File: config.mk
export PLATFORM = sky130hd
export DESIGN_NAME = phpc_top
export DESIGN_NICKNAME = d
export VERILOG_FILES = /design/src/phpc_pkg.sv /design/src/phpc_sync.sv /design/src/phpc_buf.sv /design/src/phpc_top.sv
export VERILOG_INCLUDE_DIRS = /design/src
export SDC_FILE = /design/constraint.sdc
export NUM_CORES = 1
export LEC_CHECK = 0
export BUFFER_PORTS_ARGS = -buffer_cell sky130_fd_sc_hd__buf_4
export CAP_MARGIN = 40
export CORE_MARGIN = 3
export CORE_UTILIZATION = 40
export CTS_CLUSTER_SIZE = 8
export DETAILED_ROUTE_END_ITERATION = 16
export PLACE_DENSITY_LB_ADDON = 0.08
export SLEW_MARGIN = 20
export SYNTH_ARGS = -nofsm -noshare
export SYNTH_HDL_FRONTEND = slang
export SYNTH_SLANG_ARGS = --single-unit
File: constraint.sdc
create_clock -name clk_sys -period 5.85 [get_ports clk_sys]
set_clock_uncertainty 0.15 [all_clocks]
set_input_delay 1.755 -clock clk_sys [delete_from_list [all_inputs] [get_ports clk_sys]]
set_output_delay 1.755 -clock clk_sys [all_outputs]
set_load 0.005 [all_outputs]
File: src/phpc_map.svh
// register map, field positions, reset values and timing of the highway port
// included by the package user files; definitions only
`ifndef PHPC_MAP_SVH
`define PHPC_MAP_SVH
`define PHPC_IDX_MODE 6'h01
`define PHPC_IDX_TXLO 6'h02
`define PHPC_IDX_TXHI 6'h03
`define PHPC_IDX_RXLO 6'h04
`define PHPC_IDX_RXHI 6'h05
`define PHPC_IDX_PID 6'h06
`define PHPC_IDX_LOOP 6'h08
`define PHPC_MODE_PID2 7
`define PHPC_MODE_WB 6
`define PHPC_MODE_EN 5
`define PHPC_MODE_FMT_HI 4
`define PHPC_MODE_FMT_LO 3
`define PHPC_MODE_SIZE 2
`define PHPC_MODE_DBL 1
`define PHPC_MODE_TRI 0
`define PHPC_FMT_ALAW 2'h0
`define PHPC_FMT_MULAW 2'h1
`define PHPC_FMT_LINEAR 2'h3
`define PHPC_RST_MODE 7'h00
`define PHPC_RST_START 10'h000
`define PHPC_RST_LOOP 3'h0
// part id value is arbitrary, chosen for this block only
`define PHPC_PART_ID 3'h2
`define PHPC_BITS_NARROW 5'h08
`define PHPC_BITS_WIDE 5'h10
`endif

File: src/phpc_pkg.sv
// types shared by the highway port files
// assumes phpc_map.svh holds the numbers
package phpc_pkg;
	typedef struct packed {
		logic wideband_select;
		logic highway_transfer_enable;
		logic [1:0] sample_format_select;
		logic transfer_size_select;
		logic double_clock_per_bit;
		logic release_on_fall;
	} phpc_mode_s;
	typedef struct packed {
		logic full_analog_loopback;
		logic digital_loopback;
		logic partial_analog_loopback;
	} phpc_loop_s;
	typedef enum logic [1:0] {PHPC_IDLE, PHPC_BUSY} phpc_dir_e;
endpackage

File: src/phpc_sync.sv
// two flip-flop synchroniser for a group of pin levels
// assumes inputs are asynchronous to clk_sys
`timescale 1ns/1ps
module phpc_sync #(parameter int W = 3) (
	input wire logic clk_sys,
	input wire logic reset_n,
	input wire logic [W-1:0] din,
	output logic [W-1:0] dout
);
	logic [W-1:0] meta_r;
	always_ff @(posedge clk_sys or negedge reset_n) begin
		if (!reset_n) begin
			meta_r <= '0;
			dout <= '0;
		end else begin
			meta_r <= din;
			dout <= meta_r;
		end
	end
endmodule

File: src/phpc_buf.sv
// two-entry buffer with valid and ready on both sides
// assumes one clock; in_ready is a flop so the source sees a clean stall
`timescale 1ns/1ps
module phpc_buf #(parameter int W = 16, parameter int D = 2) (
	input wire logic clk_sys,
	input wire logic reset_n,
	input wire logic in_valid,
	output logic in_ready,
	input wire logic [W-1:0] in_data,
	output logic out_valid,
	input wire logic out_ready,
	output logic [W-1:0] out_data
);
	logic [W-1:0] mem_r [D];
	logic [$clog2(D)-1:0] wp_r, rp_r;
	logic [$clog2(D):0] cnt_r;
	logic push, pop;
	assign push = in_valid && in_ready;
	assign pop = out_valid && out_ready;
	assign out_valid = cnt_r != '0;
	assign out_data = mem_r[rp_r];
	always_ff @(posedge clk_sys or negedge reset_n) begin
		if (!reset_n) begin
			wp_r <= '0;
			rp_r <= '0;
			cnt_r <= '0;
			in_ready <= 1'b1;
		end else begin
			if (push)
				wp_r <= wp_r + 1'b1;
			if (pop)
				rp_r <= rp_r + 1'b1;
			cnt_r <= cnt_r + {{$clog2(D){1'b0}}, push} - {{$clog2(D){1'b0}}, pop};
			in_ready <= (cnt_r + {{$clog2(D){1'b0}}, push} - {{$clog2(D){1'b0}}, pop})
				< ($clog2(D)+1)'(D);
		end
	end
	always_ff @(posedge clk_sys) begin
		if (push)
			mem_r[wp_r] <= in_data;
	end
endmodule

File: src/phpc_top.sv
// highway port control: apb registers, frame timing, serial tx and rx
// assumes the highway master drives pclk and frame sync; apb on clk_sys
// Contract
// [RULE_01] wideband 16 kHz only with wideband flag, linear format and 16-bit size
// [RULE_02] no transmit or receive transfer while transfer enable is zero
// [RULE_03] format field: 00 a-law, 01 mu-law, 11 linear, 10 reserved
// [RULE_04] transfer size bit selects 8 or 16 bits per sample
// [RULE_05] clock format bit gives one or two bit clocks per data bit
// [RULE_06] release tx after bit 0 on rising or falling edge per edge bit
// [RULE_07] tx starts after a 10-bit count of bit clocks after frame sync
// [RULE_08] rx starts after its own 10-bit count of bit clocks after frame sync
// [RULE_09] read-only part id in id register top bits, mirrored in mode register
// [RULE_10] full analog loopback follows its control bit
// [RULE_11] digital loopback follows its control bit
// [RULE_12] partial analog loopback follows its control bit
// [RULE_13] master supplies continuous bit clock and one frame sync per frame
//
// The implementer's own choice: the APB register port.
`timescale 1ns/1ps
`include "phpc_map.svh"
module phpc_top (
	input wire logic clk_sys,
	input wire logic reset_n,
	input wire logic psel,
	input wire logic penable,
	input wire logic pwrite,
	input wire logic [7:0] paddr,
	input wire logic [31:0] pwdata,
	output logic [31:0] prdata,
	output logic pready,
	output logic pslverr,
	input wire logic pcm_clk,
	input wire logic highway_frame_sync,
	input wire logic pcm_rx_data,
	output logic pcm_tx_data,
	output logic pcm_tx_oe,
	input wire logic tx_valid,
	output logic tx_ready,
	input wire logic [15:0] tx_word,
	output logic rx_valid,
	output logic [15:0] rx_word,
	output logic wideband_active,
	output logic [1:0] sample_format,
	output phpc_pkg::phpc_loop_s loop_mode
);
	phpc_pkg::phpc_mode_s mode_r;
	phpc_pkg::phpc_loop_s loop_r;
	phpc_pkg::phpc_dir_e tx_st_r, rx_st_r;
	logic [9:0] tx_start_r, rx_start_r;
	logic [10:0] frame_cnt_r;
	logic [4:0] tx_left_r, rx_left_r;
	logic [15:0] tx_sh_r, rx_sh_r;
	logic [15:0] rx_sh_nxt;
	localparam logic [2:0] PART_ID = `PHPC_PART_ID;
	logic rx_take_r, clk_d_r, fs_d_r;
	logic clk_s, fs_s, drx_s;
	logic clk_rise, clk_fall, fs_rise, acc, wr, rd_setup;
	logic [5:0] idx;
	logic [4:0] nbits, total_m1;
	logic buf_valid, buf_pop, tx_go, rx_go, rx_bit;
	logic [15:0] buf_data;

	function automatic logic [7:0] reg_read(input logic [5:0] i);
		case (i)
			`PHPC_IDX_MODE: reg_read = {PART_ID[2], mode_r}; // RULE_09
			`PHPC_IDX_TXLO: reg_read = tx_start_r[7:0];
			`PHPC_IDX_TXHI: reg_read = {6'h00, tx_start_r[9:8]};
			`PHPC_IDX_RXLO: reg_read = rx_start_r[7:0];
			`PHPC_IDX_RXHI: reg_read = {6'h00, rx_start_r[9:8]};
			`PHPC_IDX_PID: reg_read = {`PHPC_PART_ID, 5'h00}; // RULE_09
			`PHPC_IDX_LOOP: reg_read = {5'h00, loop_r};
			default: reg_read = 8'h00;
		endcase
	endfunction

	function automatic logic mapped(input logic [5:0] i);
		mapped = (i >= `PHPC_IDX_MODE && i <= `PHPC_IDX_PID) || i == `PHPC_IDX_LOOP;
	endfunction

	phpc_sync #(.W(3)) u_sync (
		.clk_sys(clk_sys),
		.reset_n(reset_n),
		.din({pcm_clk, highway_frame_sync, pcm_rx_data}),
		.dout({clk_s, fs_s, drx_s})
	);

	phpc_buf #(.W(16), .D(2)) u_buf (
		.clk_sys(clk_sys),
		.reset_n(reset_n),
		.in_valid(tx_valid),
		.in_ready(tx_ready),
		.in_data(tx_word),
		.out_valid(buf_valid),
		.out_ready(buf_pop),
		.out_data(buf_data)
	);

	// apb: one access cycle, no wait states; byte address is four times the index
	assign idx = paddr[7:2];
	assign acc = psel && penable && pready;
	assign wr = acc && pwrite && mapped(idx);
	assign rd_setup = psel && !penable;

	always_ff @(posedge clk_sys or negedge reset_n) begin
		if (!reset_n) begin
			pready <= 1'b0;
			pslverr <= 1'b0;
			prdata <= 32'h0000_0000;
		end else begin
			pready <= rd_setup;
			pslverr <= rd_setup && (!mapped(idx) || paddr[1:0] != 2'h0);
			// a misaligned read returns zero, not the word it would alias
			if (rd_setup && !pwrite)
				prdata <= (paddr[1:0] == 2'h0) ? {24'h00_0000, reg_read(idx)} : 32'h0000_0000;
		end
	end

	always_ff @(posedge clk_sys or negedge reset_n) begin
		if (!reset_n) begin
			mode_r <= `PHPC_RST_MODE;
			tx_start_r <= `PHPC_RST_START;
			rx_start_r <= `PHPC_RST_START;
			loop_r <= `PHPC_RST_LOOP;
		end else if (wr && paddr[1:0] == 2'h0) begin
			case (idx)
				`PHPC_IDX_MODE: mode_r <= pwdata[6:0];
				`PHPC_IDX_TXLO: tx_start_r[7:0] <= pwdata[7:0]; // RULE_07
				`PHPC_IDX_TXHI: tx_start_r[9:8] <= pwdata[1:0]; // RULE_07
				`PHPC_IDX_RXLO: rx_start_r[7:0] <= pwdata[7:0]; // RULE_08
				`PHPC_IDX_RXHI: rx_start_r[9:8] <= pwdata[1:0]; // RULE_08
				`PHPC_IDX_LOOP: loop_r <= pwdata[2:0];
				default: ;
			endcase
		end
	end

	// mode outputs for the filter and codec paths
	always_ff @(posedge clk_sys or negedge reset_n) begin
		if (!reset_n) begin
			wideband_active <= 1'b0;
			sample_format <= `PHPC_FMT_ALAW;
			loop_mode <= `PHPC_RST_LOOP;
		end else begin
			wideband_active <= mode_r.wideband_select && mode_r.transfer_size_select
				&& mode_r.sample_format_select == `PHPC_FMT_LINEAR; // RULE_01
			sample_format <= mode_r.sample_format_select; // RULE_03
			loop_mode <= loop_r; // RULE_10 RULE_11 RULE_12
		end
	end

	// edges of the synchronised bit clock and frame sync
	always_ff @(posedge clk_sys or negedge reset_n) begin
		if (!reset_n) begin
			clk_d_r <= 1'b0;
			fs_d_r <= 1'b0;
		end else begin
			clk_d_r <= clk_s;
			fs_d_r <= fs_s;
		end
	end
	assign clk_rise = clk_s && !clk_d_r;
	assign clk_fall = !clk_s && clk_d_r;
	assign fs_rise = fs_s && !fs_d_r;

	// bit clocks since frame sync, first rise after sync counts as zero
	always_ff @(posedge clk_sys or negedge reset_n) begin
		if (!reset_n)
			frame_cnt_r <= 11'h7ff;
		else if (fs_rise)
			frame_cnt_r <= 11'h7ff;
		else if (clk_rise && frame_cnt_r != 11'h7fe)
			frame_cnt_r <= frame_cnt_r + 11'h001; // RULE_13
	end

	assign nbits = mode_r.transfer_size_select ? `PHPC_BITS_WIDE : `PHPC_BITS_NARROW; // RULE_04
	// a doubled clock stretches every bit over two bit clocks
	assign total_m1 = mode_r.double_clock_per_bit ? 5'((nbits << 1) - 5'h01)
		: 5'(nbits - 5'h01); // RULE_05
	assign tx_go = clk_rise && mode_r.highway_transfer_enable && !fs_rise
		&& frame_cnt_r + 11'h001 == {1'b0, tx_start_r}; // RULE_02 RULE_07
	assign rx_go = clk_rise && mode_r.highway_transfer_enable && !fs_rise
		&& frame_cnt_r + 11'h001 == {1'b0, rx_start_r}; // RULE_02 RULE_08
	assign buf_pop = tx_go && buf_valid;

	// transmit: an empty buffer sends zeros rather than stalling the highway
	always_ff @(posedge clk_sys or negedge reset_n) begin
		if (!reset_n) begin
			tx_st_r <= phpc_pkg::PHPC_IDLE;
			tx_left_r <= 5'h00;
			tx_sh_r <= 16'h0000;
			pcm_tx_data <= 1'b0;
			pcm_tx_oe <= 1'b0;
		end else if (tx_go) begin
			tx_st_r <= phpc_pkg::PHPC_BUSY;
			tx_left_r <= total_m1;
			tx_sh_r <= buf_valid ? buf_data : 16'h0000;
			pcm_tx_data <= mode_r.transfer_size_select ? buf_valid && buf_data[15]
				: buf_valid && buf_data[7];
			pcm_tx_oe <= 1'b1;
		end else if (tx_st_r == phpc_pkg::PHPC_BUSY) begin
			if (clk_rise) begin
				if (tx_left_r == 5'h00) begin
					tx_st_r <= phpc_pkg::PHPC_IDLE;
					pcm_tx_oe <= 1'b0; // RULE_06
				end else begin
					tx_left_r <= tx_left_r - 5'h01;
					if (!mode_r.double_clock_per_bit || !tx_left_r[0]) begin // RULE_05
						tx_sh_r <= tx_sh_r << 1;
						pcm_tx_data <= mode_r.transfer_size_select ? tx_sh_r[14]
							: tx_sh_r[6];
					end
				end
			end else if (clk_fall && tx_left_r == 5'h00 && mode_r.release_on_fall) begin
				tx_st_r <= phpc_pkg::PHPC_IDLE;
				pcm_tx_oe <= 1'b0; // RULE_06
			end
		end
	end

	// receive: sample on the first falling edge of each bit, mid-bit at one clock per bit; digital loopback takes tx bit
	assign rx_bit = loop_r.digital_loopback ? pcm_tx_data : drx_s; // RULE_11
	// in double clock mode the last fall takes no bit, so the word is the shifter as is
	assign rx_sh_nxt = rx_take_r ? {rx_sh_r[14:0], rx_bit} : rx_sh_r;
	always_ff @(posedge clk_sys or negedge reset_n) begin
		if (!reset_n) begin
			rx_st_r <= phpc_pkg::PHPC_IDLE;
			rx_left_r <= 5'h00;
			rx_sh_r <= 16'h0000;
			rx_take_r <= 1'b0;
			rx_valid <= 1'b0;
			rx_word <= 16'h0000;
		end else begin
			rx_valid <= 1'b0;
			if (rx_go) begin
				rx_st_r <= phpc_pkg::PHPC_BUSY;
				rx_left_r <= total_m1;
				rx_sh_r <= 16'h0000;
				rx_take_r <= 1'b1;
			end else if (rx_st_r == phpc_pkg::PHPC_BUSY) begin
				if (clk_rise && rx_left_r != 5'h00) begin
					rx_left_r <= rx_left_r - 5'h01;
					rx_take_r <= !mode_r.double_clock_per_bit || !rx_left_r[0];
				end else if (clk_fall) begin
					rx_sh_r <= rx_sh_nxt;
					rx_take_r <= 1'b0;
					if (rx_left_r == 5'h00) begin
						rx_st_r <= phpc_pkg::PHPC_IDLE;
						rx_valid <= 1'b1;
						rx_word <= mode_r.transfer_size_select ? rx_sh_nxt
							: {8'h00, rx_sh_nxt[7:0]}; // RULE_04
					end
				end
			end
		end
	end

	property p_wideband;
		@(posedge clk_sys) disable iff (!reset_n)
		wideband_active |-> $past(mode_r.sample_format_select) == `PHPC_FMT_LINEAR
			&& $past(mode_r.transfer_size_select) && $past(mode_r.wideband_select);
	endproperty
	a_wideband: assert property (p_wideband) else $error("wideband without linear 16-bit"); // RULE_01

	property p_no_tx_disabled;
		@(posedge clk_sys) disable iff (!reset_n)
		$rose(pcm_tx_oe) |-> $past(mode_r.highway_transfer_enable);
	endproperty
	a_no_tx_disabled: assert property (p_no_tx_disabled) else $error("tx while disabled"); // RULE_02

	property p_no_rx_disabled;
		@(posedge clk_sys) disable iff (!reset_n)
		$rose(rx_st_r == phpc_pkg::PHPC_BUSY) |-> $past(mode_r.highway_transfer_enable);
	endproperty
	a_no_rx_disabled: assert property (p_no_rx_disabled) else $error("rx while disabled"); // RULE_02

	property p_fmt_out;
		@(posedge clk_sys) disable iff (!reset_n)
		##1 sample_format == $past(mode_r.sample_format_select);
	endproperty
	a_fmt_out: assert property (p_fmt_out) else $error("format output stale"); // RULE_03

	property p_tx_len;
		@(posedge clk_sys) disable iff (!reset_n)
		tx_go |=> tx_left_r == (mode_r.transfer_size_select ? 5'd15 : 5'd7)
			+ (mode_r.double_clock_per_bit ? (mode_r.transfer_size_select ? 5'd16 : 5'd8)
			: 5'd0);
	endproperty
	a_tx_len: assert property (p_tx_len) else $error("wrong transfer length"); // RULE_04

	property p_release_fall;
		@(posedge clk_sys) disable iff (!reset_n)
		$fell(pcm_tx_oe) |-> ($past(clk_fall) && $past(mode_r.release_on_fall))
			|| $past(clk_rise);
	endproperty
	a_release_fall: assert property (p_release_fall) else $error("tx released off edge"); // RULE_06

	property p_tx_start;
		@(posedge clk_sys) disable iff (!reset_n)
		$rose(pcm_tx_oe) |-> $past(frame_cnt_r) + 11'h001 == {1'b0, $past(tx_start_r)};
	endproperty
	a_tx_start: assert property (p_tx_start) else $error("tx start off count"); // RULE_07

	property p_rx_start;
		@(posedge clk_sys) disable iff (!reset_n)
		$rose(rx_st_r == phpc_pkg::PHPC_BUSY) |->
			$past(frame_cnt_r) + 11'h001 == {1'b0, $past(rx_start_r)};
	endproperty
	a_rx_start: assert property (p_rx_start) else $error("rx start off count"); // RULE_08

	property p_part_id;
		@(posedge clk_sys) disable iff (!reset_n)
		rd_setup && !pwrite && idx == `PHPC_IDX_PID && paddr[1:0] == 2'h0
			|=> prdata[7:5] == `PHPC_PART_ID && pready;
	endproperty
	a_part_id: assert property (p_part_id) else $error("part id readback wrong"); // RULE_09

	property p_loop;
		@(posedge clk_sys) disable iff (!reset_n)
		wr && idx == `PHPC_IDX_LOOP && paddr[1:0] == 2'h0
			|=> ##1 loop_mode == $past(pwdata[2:0], 2);
	endproperty
	a_loop: assert property (p_loop) else $error("loopback not applied"); // RULE_10 RULE_11 RULE_12

	c_tx: cover property (@(posedge clk_sys) disable iff (!reset_n) $fell(pcm_tx_oe));
	c_rx: cover property (@(posedge clk_sys) disable iff (!reset_n) rx_valid);
	c_wide: cover property (@(posedge clk_sys) disable iff (!reset_n) wideband_active);
endmodule

==> Yosys cells after proc, flatten, opt, wreduce, memory -nomap -nowiden <==
Memories as Yosys holds them, arrays and structs flattened.
Cells that the tools add are included.
{ "op_classes": {"add_sub_neg": 9, "magnitude_cmp": 3, "n_eq_ne": 16, "n_mux": 59, "bitwise": 2, "reduce_logical": 71} }
{ "ops": {"columns": ["op", "count"], "rows": [
  ["2-to-1 mux 16 bit", 6],
  ["2-to-1 mux 15 bit", 6],
  ["case mux 8 bit (7 select lines)", 1],
  ["2-to-1 mux 5 bit", 9],
  ["logical AND 1 bit", 27],
  ["2-to-1 mux 1 bit", 24],
  ["== test 11 x 10 -> 1 bit", 2],
  ["2-to-1 mux 11 bit", 2],
  ["2-to-1 mux 2 bit", 10],
  ["nonzero test 2 bit", 10],
  ["subtractor 5 x 1 -> 5 bit, second input constant", 4],
  ["== test 6 x 3 -> 1 bit, second input constant", 3],
  ["AND reduction 2 bit", 8],
  ["== test 6 x 2 -> 1 bit, second input constant", 2],
  ["adder 11 x 1 -> 11 bit, second input constant", 1],
  ["!= test 11 bit, second input constant", 1],
  ["logical NOT 1 bit", 10],
  ["logical NOT 5 bit", 2],
  ["AND reduction 3 bit", 3],
  ["2-to-1 mux 8 bit", 1],
  ["AND reduction 4 bit", 2],
  ["== test 6 x 1 -> 1 bit, second input constant", 1],
  ["== test 6 x 4 -> 1 bit, second input constant", 1],
  ["greater-or-equal comparator 6 x 1 -> 1 bit, second input constant", 1],
  ["other kinds (15)", 23]
]} }
{ "totals": {"reg_bits": 159, "ramBits": 32, "inputBits": 65, "out_inout_bits": 60, "elab_cells": 202, "n_memories": 1} }
{ "memory_table": {"columns": ["memory", "words", "word_bits", "read_ports", "rd_clocked_by_memory_dff", "wr", "line_no", "rtl"], "rows": [
  ["u_buf.mem_r", 2, 16, 1, 0, 1, "phpc_buf.sv:14", "logic [W-1:0] mem_r [D];"]
]} }

==> Logic depth before layout (Yosys ltp) <==
Gate-level depths: netlist of the first run.
{ "depth": {"depth_word": 9, "ltp_mapped": 14, "mapped_depth_nobuf": 13} }

==> Modules after synthesis <==
Synthesis of the first run repeated with hierarchy kept, for this count alone.
{ "hier_totals": {"cells_unflattened": 658, "hier_area_um2": 7742.4} }
{ "by_module_without_submodules": {"columns": ["mod", "n_inst", "cells_per_inst", "area_each_um2", "seq_area_each_um2"], "rows": [
  ["phpc_top", 1, 583, 6190.9, 3041.7],
  ["phpc_buf", 1, 69, 1401.3, 1087.3],
  ["phpc_sync", 1, 6, 150.1, 150.1]
]} }

==> Worst setup path after synthesis of the first run <==
No wires, ideal clock.
{ "synth_timing": {"path_type": "input to register", "from": "in paddr[6]", "to": "reg rx_start_r[0]", "setup_time_ps": 125, "arrival_ps": 3364, "required_ps": 5575, "slack_ps": 2211, "path_stages": 7, "n_path_buf": 1, "path_cell_list": "or2_1 > nor3_1 > o2111ai_1 > or2_2 > clkbuf_1 > nor2_2 > mux2_2"} }
{ "synth_between": {"elab_chain_cells": 6, "elab_cells_between_ends": 9, "cone_classes": "order compare (2); eq/ne (2); reduce/logical (5)"} }
{ "synth_rtl": {"columns": ["element", "line_no", "rtl"], "rows": [
  ["start, declared", "phpc_top.sv:27", "input wire logic [7:0] paddr,"],
  ["greater-or-equal comparator 6 x 1 -> 1 bit (no line) or less-or-equal comparator 6 x 3 -> 1 bit (tied branches)", null, null],
  ["logical AND 1 bit (no line)", null, null],
  ["logical OR 1 bit (no line)", null, null],
  ["logical AND 1 bit", "phpc_top.sv:101", "assign wr = acc && pwrite && mapped(idx);"],
  ["logical AND 1 bit", "phpc_top.sv:124", "end else if (wr && paddr[1:0] == 2'h0) begin"],
  ["AND reduction 2 bit (no line) (*)", null, null],
  ["end signal, assigned", "phpc_top.sv:122", "rx_start_r <= `PHPC_RST_START;"],
  ["end signal, assigned", "phpc_top.sv:129", "`PHPC_IDX_RXLO: rx_start_r[7:0] <= pwdata[7:0];"],
  ["end, declared", "phpc_top.sv:49", "logic [9:0] tx_start_r, rx_start_r;"]
]} }
Mark *: on every way between the ends. The rest lies on a longest branch, timed or not.
A chain may end at the register's enable or synchronous reset.

==> Worst setup path in the final report of the first run <==
{ "layout_timing": {"from": "in paddr[6]", "to": "reg mode_r[1] (netlist name)"} }
{ "layout_between": {"elab_chain_cells": 6, "elab_cells_between_ends": 9, "cone_classes": "order compare (2); eq/ne (2); reduce/logical (5)"} }
{ "layout_rtl": {"columns": ["element", "line_no", "rtl"], "rows": [
  ["greater-or-equal comparator 6 x 1 -> 1 bit (no line) or less-or-equal comparator 6 x 3 -> 1 bit (tied branches)", null, null],
  ["logical AND 1 bit (no line)", null, null],
  ["logical OR 1 bit (no line)", null, null],
  ["logical AND 1 bit", "phpc_top.sv:101", null],
  ["logical AND 1 bit", "phpc_top.sv:124", null],
  ["AND reduction 2 bit (no line) (*)", null, null],
  ["end signal, assigned", "phpc_top.sv:120", "mode_r <= `PHPC_RST_MODE;"],
  ["end signal, assigned", "phpc_top.sv:126", "`PHPC_IDX_MODE: mode_r <= pwdata[6:0];"],
  ["end, declared", "phpc_top.sv:46", "phpc_pkg::phpc_mode_s mode_r;"]
]} }
Marked as above.

==> reports/qor.yml, run 1 <==
status: "finished, final reports clean"
regArea_sq_mm: 0.00428
crit_path_start_kind: "input port"
dp.final_hpwl_um: 11200
required_ns: 6.01
synth.top_cell.area_share_pct: 37.9
drv_slew: 0
cts_made_buffers: 17
firstDrtPassIters: 4
ys_ff_latch: 164
final-hold-violation-count: 0
multi_input_area_sq_mm: 0.00334
postCtsSetupBuffers: 0
critical_path.max_stage_delay_ns: 0.64
synth_compound_area_share_pct: 6.68
slowest_stage: "nor2b_1"
gp_congestion: 0.833
irDropWorstVdd_v: 0.000258
row_count: 50
syn-cell-area_sq_mm: 0.00793
dieArea_sq_mm: 0.0215
fmax_mhz: 259
area.growth.synth_to_final_pct: 17.7
synth.top_cells.by_count: "dfrtp_1 (120), nand2_1 (76), mux2i_1 (63)"
timing.slew.headroom_pct: 47.1
grt_pass1_wl_um: 26600
p_clk_share_pct: 37.0
intPower_mw: 2.30
critical_path_class: "input port to flip-flop"
rsz0062_at_grt: "false"
power_frac_seq_pct: 43.2
swShare_pct: 29.7
grt.overflow.total: 0
path_max_fanout: 7
cts_tree: "built"
cts.sinks: 164
ys.flop_type: "dfrtp_1"
setup_viol: 0
cts.repair.resized: 0
n_fill_cell: 1734
route.detailed.wl_per_inst_um: 15.6
hp-class: "flip-flop to flip-flop"
drive_gt1_share_pct: 26.1
antenna_found_initial: 0
num_antenna_cells: 0
ys_seq_area_share_pct: 54.0
io_pins: 125
grt_max_degree: 70
synthXorXnorAreaFrac_pct: 4.37
ys_types: 63
p_per_area_mw_per_mm2: 350
end_kind: "flip-flop"
cpLargestDelayFamily: "simple AND/OR/NAND/NOR gates"
port_buffers: 76
synth_edf_count: 32
max_slew.worst_pin.slew_ns: 0.791
core_area_sq_mm: 0.0191
synthArstFlopShare_pct: 80.5
synthAdderAreaFrac_pct: 1.26
timing.hold.ws_ns: 0.200
routed_via_density: 4.96
die_w_um: 147
start_util_pct: 41.6
drc: 0
htree_levels: 4
yosys.area_share.simple_pct: 12.9
final_antenna_net_count: 0
cts_hold_buf: 0
cts_root_buf: "clkbuf_16"
min_period_over_period_pct: 65.9
yosysMostFrequentCell: "dfrtp_1"
synth_top_family_by_area: "multiplexers"
grtUsageTotal_pct: 15.1
syn_avg_cell_area_sq_um: 11.7
ys_warn_count: 0
maxCapViolCount: 0
clk_path_buf_depth: 2
utilization_pct: 48.9
clk_latency_ns: 0.42
synthCells: 680
vias: 5072
p_switching_mw: 0.969
fin_nets: 823
totalWireLength_um: 15900
leakagePower_nw: 4.41
cp.arrival_ns: 4.01
netlist_top_cells_area: "dfrtp_1 (38%), edfxtp_1 (12%), mux2i_1 (8.0%)"
comb_power_share_pct: 19.7
cts.clk_slew.worst_paths_ns: 0.07
crit_chain: "buf_4 > or2_1 > nor3_1 > o2111ai_1 > or2_2 > nor2b_1 > mux2_2"
die-height_um: 147
final.setup.tns_ns: 0
post-route-min-period_ns: 3.86
synthMuxAreaShare_pct: 15.8
drtIter0Drc: 287
critPathBufInv: 1
grt_pass1_vias: 5135
yosysTopAreaCell: "dfrtp_1"
==> sequential cells by signal, indices dropped and copies added, names as in the netlist, 5 cells and up <==
name and cells:
frame_cnt_r 11, mode_r 7, prdata 8, rx_left_r 5
rx_sh_r 16, rx_start_r 10, rx_word 16, tx_left_r 5
tx_sh_r 15, tx_start_r 10, u_buf.mem_r 32
==> layer usage <==
| layer | vias to the layer above | routed length, um | GRT usage, % |
|---|---|---|---|
| met1 | 2469 | 7720 | 21.4 |
| met4 | 0 | 206 | 5.17 |
| li1 | 2475 | - | - |
| met3 | 16 | 702 | 3.49 |
| met2 | 112 | 7310 | 22.9 |
| met5 | - | 0 | 0 |
==> path summary, 6_finish.rpt <==
kind | from | endpoint | slack (ns) | cells past startpoint
max in group asynchronous | reset_n | rx_start_r[4]$_DFFE_PN0P_ | 3.39 | 3
worst max register to register | frame_cnt_r[0]$_DFFE_PN1P_ | u_buf.cnt_r[1]$_DFF_PN0_ | 2.31 | 11
worst max-delay path | paddr[6] | mode_r[1]$_DFFE_PN0P_ | 1.99 | 7
worst min-delay path | u_sync.meta_r[1]$_DFF_PN0_ | u_sync.dout[1]$_DFF_PN0_ | 0.20 | 0
min in group asynchronous | reset_n | rx_word[5]$_DFFE_PN0P_ | 1.05 | 1
worst min register to register | u_sync.meta_r[1]$_DFF_PN0_ | u_sync.dout[1]$_DFF_PN0_ | 0.20 | 0
==> power groups by stage <==
stage	clock (mW)	sequential, mW	combinational (mW)
2_1_floorplan	0	1.35	0.546
3_3_place_gp	0	1.43	0.631
3_5_place_dp	0	1.43	0.644
4_1_cts	1.24	1.41	0.648
5_1_grt	1.29	1.43	0.715
6_report	1.21	1.41	0.644
==> through the flow <==
| step | cells | setup WS, ns | total power [mW] | cell area [sq um] |
|---|---|---|---|---|
| global route | 1023 | 1.92 | 3.43 | 9330 |
| finish | 1023 | 1.99 | 3.27 | 9330 |
| CTS | 1020 | 2.00 | 3.30 | 9300 |
| floorplan | 703 | 2.21 | 1.90 | 8020 |
| global placement | 986 | 1.63 | 2.06 | 8610 |
| detailed placement | 988 | 1.57 | 2.07 | 8660 |
==> cell families after synthesis <==
logic type | after synthesis
simple gates | 199
flops | 164
mux | 118
compound gates | 79
buf+inv | 73
xor+xnor | 38
fa+ha+maj | 8
other cells | 1
==> final cells by class <==
class	count	area share [%]
Inverter	15	0.603
Sequential cell	164	45.9
Tap cell	260	3.49
Clock inverter	15	2.31
Clock buffer	17	4.56
Multi-Input combinational cell	466	35.8
Timing Repair Buffer	86	7.39
==> cells in the final DEF (no fill, tap or decap), drive strengths merged, types with 20 or more instances in the layout <==
cell type and instances:
xnor2 22, mux2 55, edfxtp 32, nor2 36, o21ai 33, buf 85
mux2i 63, inv 22, nand3 20, dfrtp 120, conb 24, nand2 76
No activity file was read; power rests on OpenSTA's default activity.
==> run 2, diff against run 1 <==
==> constraint.sdc (replaced) <==
create_clock -name clk_sys -period 3.5 [get_ports clk_sys]
set_clock_uncertainty 0.15 [all_clocks]
set_input_delay 1.05 -clock clk_sys [delete_from_list [all_inputs] [get_ports clk_sys]]
set_output_delay 1.05 -clock clk_sys [all_outputs]
set_load 0.005 [all_outputs]
==> reports/qor.yml, run 2 (same netlist as run 1, synthesis figures left out) <==
status: "finished, final reports clean"
largest_register_ff_count: 32
timing.rr.end: "u_buf.cnt_r[1]$_DFF_PN0_"
num_antenna_cells: 0
die_w_um: 147
clk_path_buf_depth: 2
core_area_sq_mm: 0.0191
routed_via_density: 4.98
layout_common_cells: "dfrtp_1 (120), buf_4 (88), nand2_1 (76)"
post-route-min-period_ns: 3.31
cts.sinks: 164
port_buffers: 76
setup_viol: 0
irDropWorstVdd_v: 0.000330
drv_slew: 0
grt.overflow.total: 0
crit_path_start_kind: "flip-flop"
setup.worst_path.start: "frame_cnt_r[0]$_DFFE_PN1P_"
wirelength_met1_um: 7880
required_ns: 3.66
grt_pass1_vias: 5087
worstHoldEndpoint: "u_sync.dout[1]$_DFF_PN0_"
critical_path_class: "flip-flop to flip-flop"
clk_latency_ns: 0.42
die-height_um: 147
antenna_found_initial: 0
rsz0062_at_grt: "false"
hp-class: "flip-flop to flip-flop"
htree_levels: 4
dieArea_sq_mm: 0.0215
timing.rr.start: "frame_cnt_r[0]$_DFFE_PN1P_"
hold_depth: 0
gp_congestion: 0.829
final_common_cell: "dfrtp_1"
path_max_fanout: 8
drive_gt1_share_pct: 26.5
min_from: "u_sync.meta_r[1]$_DFF_PN0_"
r2r_slack_ns: 0.19
cts_made_buffers: 17
utilization_pct: 48.6
io_pins: 125
grt_max_degree: 58
wl_met3_um: 634
maxCapViolCount: 0
area.growth.synth_to_final_pct: 17.0
postCtsSetupBuffers: 0
max_slew.worst_pin.slew_ns: 0.808
cts_root_buf: "clkbuf_16"
dp.final_hpwl_um: 11300
route.detailed.wl_per_inst_um: 15.6
fin_nets: 829
final.setup.tns_ns: 0
power.total_mw: 5.23
timing.slew.headroom_pct: 46.1
cts.repair.resized: 0
cts.clk_slew.worst_paths_ns: 0.06
drc: 0
fmax_mhz: 303
min_period_over_period_pct: 94.4
leakagePower_nw: 4.40
final-hold-violation-count: 0
final_antenna_net_count: 0
p_per_area_mw_per_mm2: 564
cts_hold_buf: 0
cp.arrival_ns: 3.46
firstDrtPassIters: 4
top_register: "u_buf.mem_r"
row_count: 50
totalWireLength_um: 16000
dr_wl_met2_um: 7360
cts_tree: "built"
dr.max_layer_used: "met4"
reg.largest.list: "u_buf.mem_r (32), rx_sh_r (16), rx_word (16)"
r2r_cells: 12
start_util_pct: 41.6
timing.hold.ws_ns: 0.199
grt_pass1_wl_um: 26600
grtUsageTotal_pct: 15.1
end_kind: "flip-flop"
vias: 5125
drtIter0Drc: 274
## run 2: cell count changes in the layout (fill, tap and decap cells not counted), sizes merged
cell and delta:
buf +7, bufinv -4, clkinv +3, clkbuf +1, clkinvlp -1
## run 2: layer usage
| layer | global-route usage [%] | vias up |
|---|---|---|
| met2 | 23.0 | 110 |
| li1 | - | 2508 |
| met3 | 3.18 | 13 |
| met4 | 5.17 | 0 |
| met1 | 21.4 | 2494 |
| met5 | 0 | - |
## run 2: worst max path at each step
stage	end	slack, ns	cells past startpoint
after floorplan	u_buf.cnt_r[1]$_DFF_PN0_	0.51	14
after global placement	u_buf.cnt_r[1]$_DFF_PN0_	0.25	13
after detailed placement	u_buf.cnt_r[1]$_DFF_PN0_	0.21	12
after CTS	u_buf.cnt_r[1]$_DFF_PN0_	0.18	12
after global routing	u_buf.cnt_r[1]$_DFF_PN0_	0.04	12
final	u_buf.cnt_r[1]$_DFF_PN0_	0.19	12
## run 2: critical path, cell delays in order, from the launching register on
cell and delay, ns:
dfstp_2 0.66, ha_1 0.22, nand3_2 0.17, nor2_1 0.33, xnor2_1 0.12, o211ai_1 0.29
and4bb_2 0.32, ha_1 0.28, inv_1 0.04, ha_1 0.18, xnor2_1 0.16, xor2_1 0.22
inv_1 0.06
## run 2: layout make-up
class                           instances  area (sq um)
Clock buffer                           19           443
Clock inverter                         13           116
Fill cell                            1726          9810
Inverter                               15          56.3
Multi-Input combinational cell        466          3340
Sequential cell                       164          4280
Tap cell                              260           325
Timing Repair Buffer                   92           712
## run 2: where the power goes
group          internal, mW  switching, mW
sequential             2.17          0.179
combinational         0.476          0.642
clock                 0.953          0.811
total                  3.60           1.63
## run 2: through the flow
stage / cell area [sq um] / cells / worst slack [ns]
2_1_floorplan: 8020 / 703 / 0.509
5_1_grt: 9270 / 1029 / 0.0449
3_3_place_gp: 8690 / 995 / 0.251
6_report: 9270 / 1029 / 0.194
4_1_cts: 9260 / 1028 / 0.183
3_5_place_dp: 8700 / 996 / 0.209
==> run 3, diff against run 2 <==
==> constraint.sdc (replaced) <==
create_clock -name clk_sys -period 3.8 [get_ports clk_sys]
set_clock_uncertainty 0.15 [all_clocks]
set_input_delay 1.14 -clock clk_sys [delete_from_list [all_inputs] [get_ports clk_sys]]
set_output_delay 1.14 -clock clk_sys [all_outputs]
set_load 0.005 [all_outputs]
==> reports/qor.yml, run 3 (same netlist as run 1, synthesis figures left out) <==
setup_viol: 0
rsz0062_at_grt: "false"
final-hold-violation-count: 0
wirelength_met1_um: 7560
gp_congestion: 0.851
htree_levels: 4
cts.sinks: 164
hp-class: "flip-flop to flip-flop"
vias: 5099
grt_pass1_wl_um: 26900
cts.clk_slew.worst_paths_ns: 0.06
io_pins: 125
timing.slew.headroom_pct: 49.8
cts_made_buffers: 17
clk_latency_ns: 0.42
grt_max_degree: 38
n_fill_cell: 1717
dr.max_layer_used: "met4"
route.detailed.wl_per_inst_um: 15.4
drc: 0
crit_path_start_kind: "flip-flop"
core_area_sq_mm: 0.0191
cts_tree: "built"
die_w_um: 147
dieArea_sq_mm: 0.0215
maxCapViolCount: 0
clk_path_buf_depth: 2
critical_path_class: "flip-flop to flip-flop"
grt.overflow.total: 0
die-height_um: 147
grtUsageTotal_pct: 15.3
max_slew.worst_pin.slew_ns: 0.753
dp.cells: 993
cts_hold_buf: 0
grt_pass1_vias: 5142
num_antenna_cells: 0
final_antenna_net_count: 0
dp.final_hpwl_um: 11300
antenna_found_initial: 0
cts_root_buf: "clkbuf_16"
start_util_pct: 41.6
layout_common_cells: "dfrtp_1 (120), buf_4 (85), nand2_1 (76)"
top_register: "u_buf.mem_r"
path_max_fanout: 8
dr_wl_met2_um: 7340
fmax_mhz: 289
final_cells: 1026
routed_via_density: 4.97
status: "finished, final reports clean"
leakagePower_nw: 4.42
drv_slew: 0
firstDrtPassIters: 5
p_per_area_mw_per_mm2: 532
drive_gt1_share_pct: 26.4
cp.arrival_ns: 3.62
totalWireLength_um: 15800
end_kind: "flip-flop"
final.setup.tns_ns: 0
fin_nets: 827
post-route-min-period_ns: 3.46
reg.largest.list: "u_buf.mem_r (32), rx_sh_r (16), rx_word (16)"
largest_register_ff_count: 32
wl_met3_um: 692
area.growth.synth_to_final_pct: 17.7
required_ns: 3.96
final_common_cell: "dfrtp_1"
postCtsSetupBuffers: 0
cts.repair.resized: 0
irDropWorstVdd_v: 0.000345
row_count: 50
min_period_over_period_pct: 91.2
drtIter0Drc: 268
port_buffers: 76
[run 3: report_power, final]
group	switching, mW	leakage (nW)	internal [mW]	total (mW)
Combinational	0.564	2.04	0.419	0.984
Clock	0.716	0.306	1.10	1.82
Sequential	0.170	2.07	2.00	2.17
Total	1.45	4.42	3.52	4.97
[run 3: path summary, 6_finish.rpt]
kind | slack [ns] | startpoint | to | cells after the start
setup / recovery | 0.34 | frame_cnt_r[0]$_DFFE_PN1P_ | u_buf.cnt_r[1]$_DFF_PN0_ | 11
hold / removal | 0.20 | u_sync.meta_r[1]$_DFF_PN0_ | u_sync.dout[1]$_DFF_PN0_ | 0
setup reg to reg | 0.34 | frame_cnt_r[0]$_DFFE_PN1P_ | u_buf.cnt_r[1]$_DFF_PN0_ | 11
hold reg to reg | 0.20 | u_sync.meta_r[1]$_DFF_PN0_ | u_sync.dout[1]$_DFF_PN0_ | 0
max in group asynchronous | 2.32 | reset_n | rx_start_r[2]$_DFFE_PN0P_ | 2
min in group asynchronous | 0.46 | reset_n | rx_word[5]$_DFFE_PN0P_ | 1
[run 3: critical path: stages (launching register included)]
cell and delay [ns]:
dfstp_2 0.66, ha_1 0.36, nand3_2 0.21, or3_1 0.38
a211oi_1 0.40, and4bb_2 0.34, ha_1 0.24, inv_1 0.05
ha_1 0.14, xnor2_1 0.13, xor2_1 0.24, inv_1 0.06
[run 3: cell type report]
class | instances | area, sq um | share of cell area [%]
Timing Repair Buffer | 90 | 701 | 7.51
Clock buffer | 19 | 464 | 4.97
Inverter | 15 | 56.3 | 0.603
Sequential cell | 164 | 4280 | 45.9
Multi-Input combinational cell | 466 | 3340 | 35.8
Clock inverter | 12 | 165 | 1.77
Tap cell | 260 | 325 | 3.49
[run 3: per-layer routing]
metal / GRT usage, % / vias to the layer above
li1: - / 2497
met5: 0 / -
met4: 4.37 / 0
met2: 24.4 / 114
met1: 21.3 / 2478
met3: 2.99 / 10
[run 3: per-stage QoR]
step | setup slack [ns] | area [sq um] | utilization (%) | hold WS (ns) | power (mW)
after global placement | 0.410 | 8670 | 45.4 | 0.183 | 3.17
final | 0.336 | 9330 | 48.9 | 0.199 | 4.97
after CTS | 0.344 | 9310 | 48.8 | 0.203 | 5.03
after global routing | 0.0349 | 9330 | 48.9 | 0.204 | 5.25
after detailed placement | 0.379 | 8680 | 45.5 | 0.188 | 3.19
after floorplan | 0.776 | 8020 | - | 0.181 | 2.93
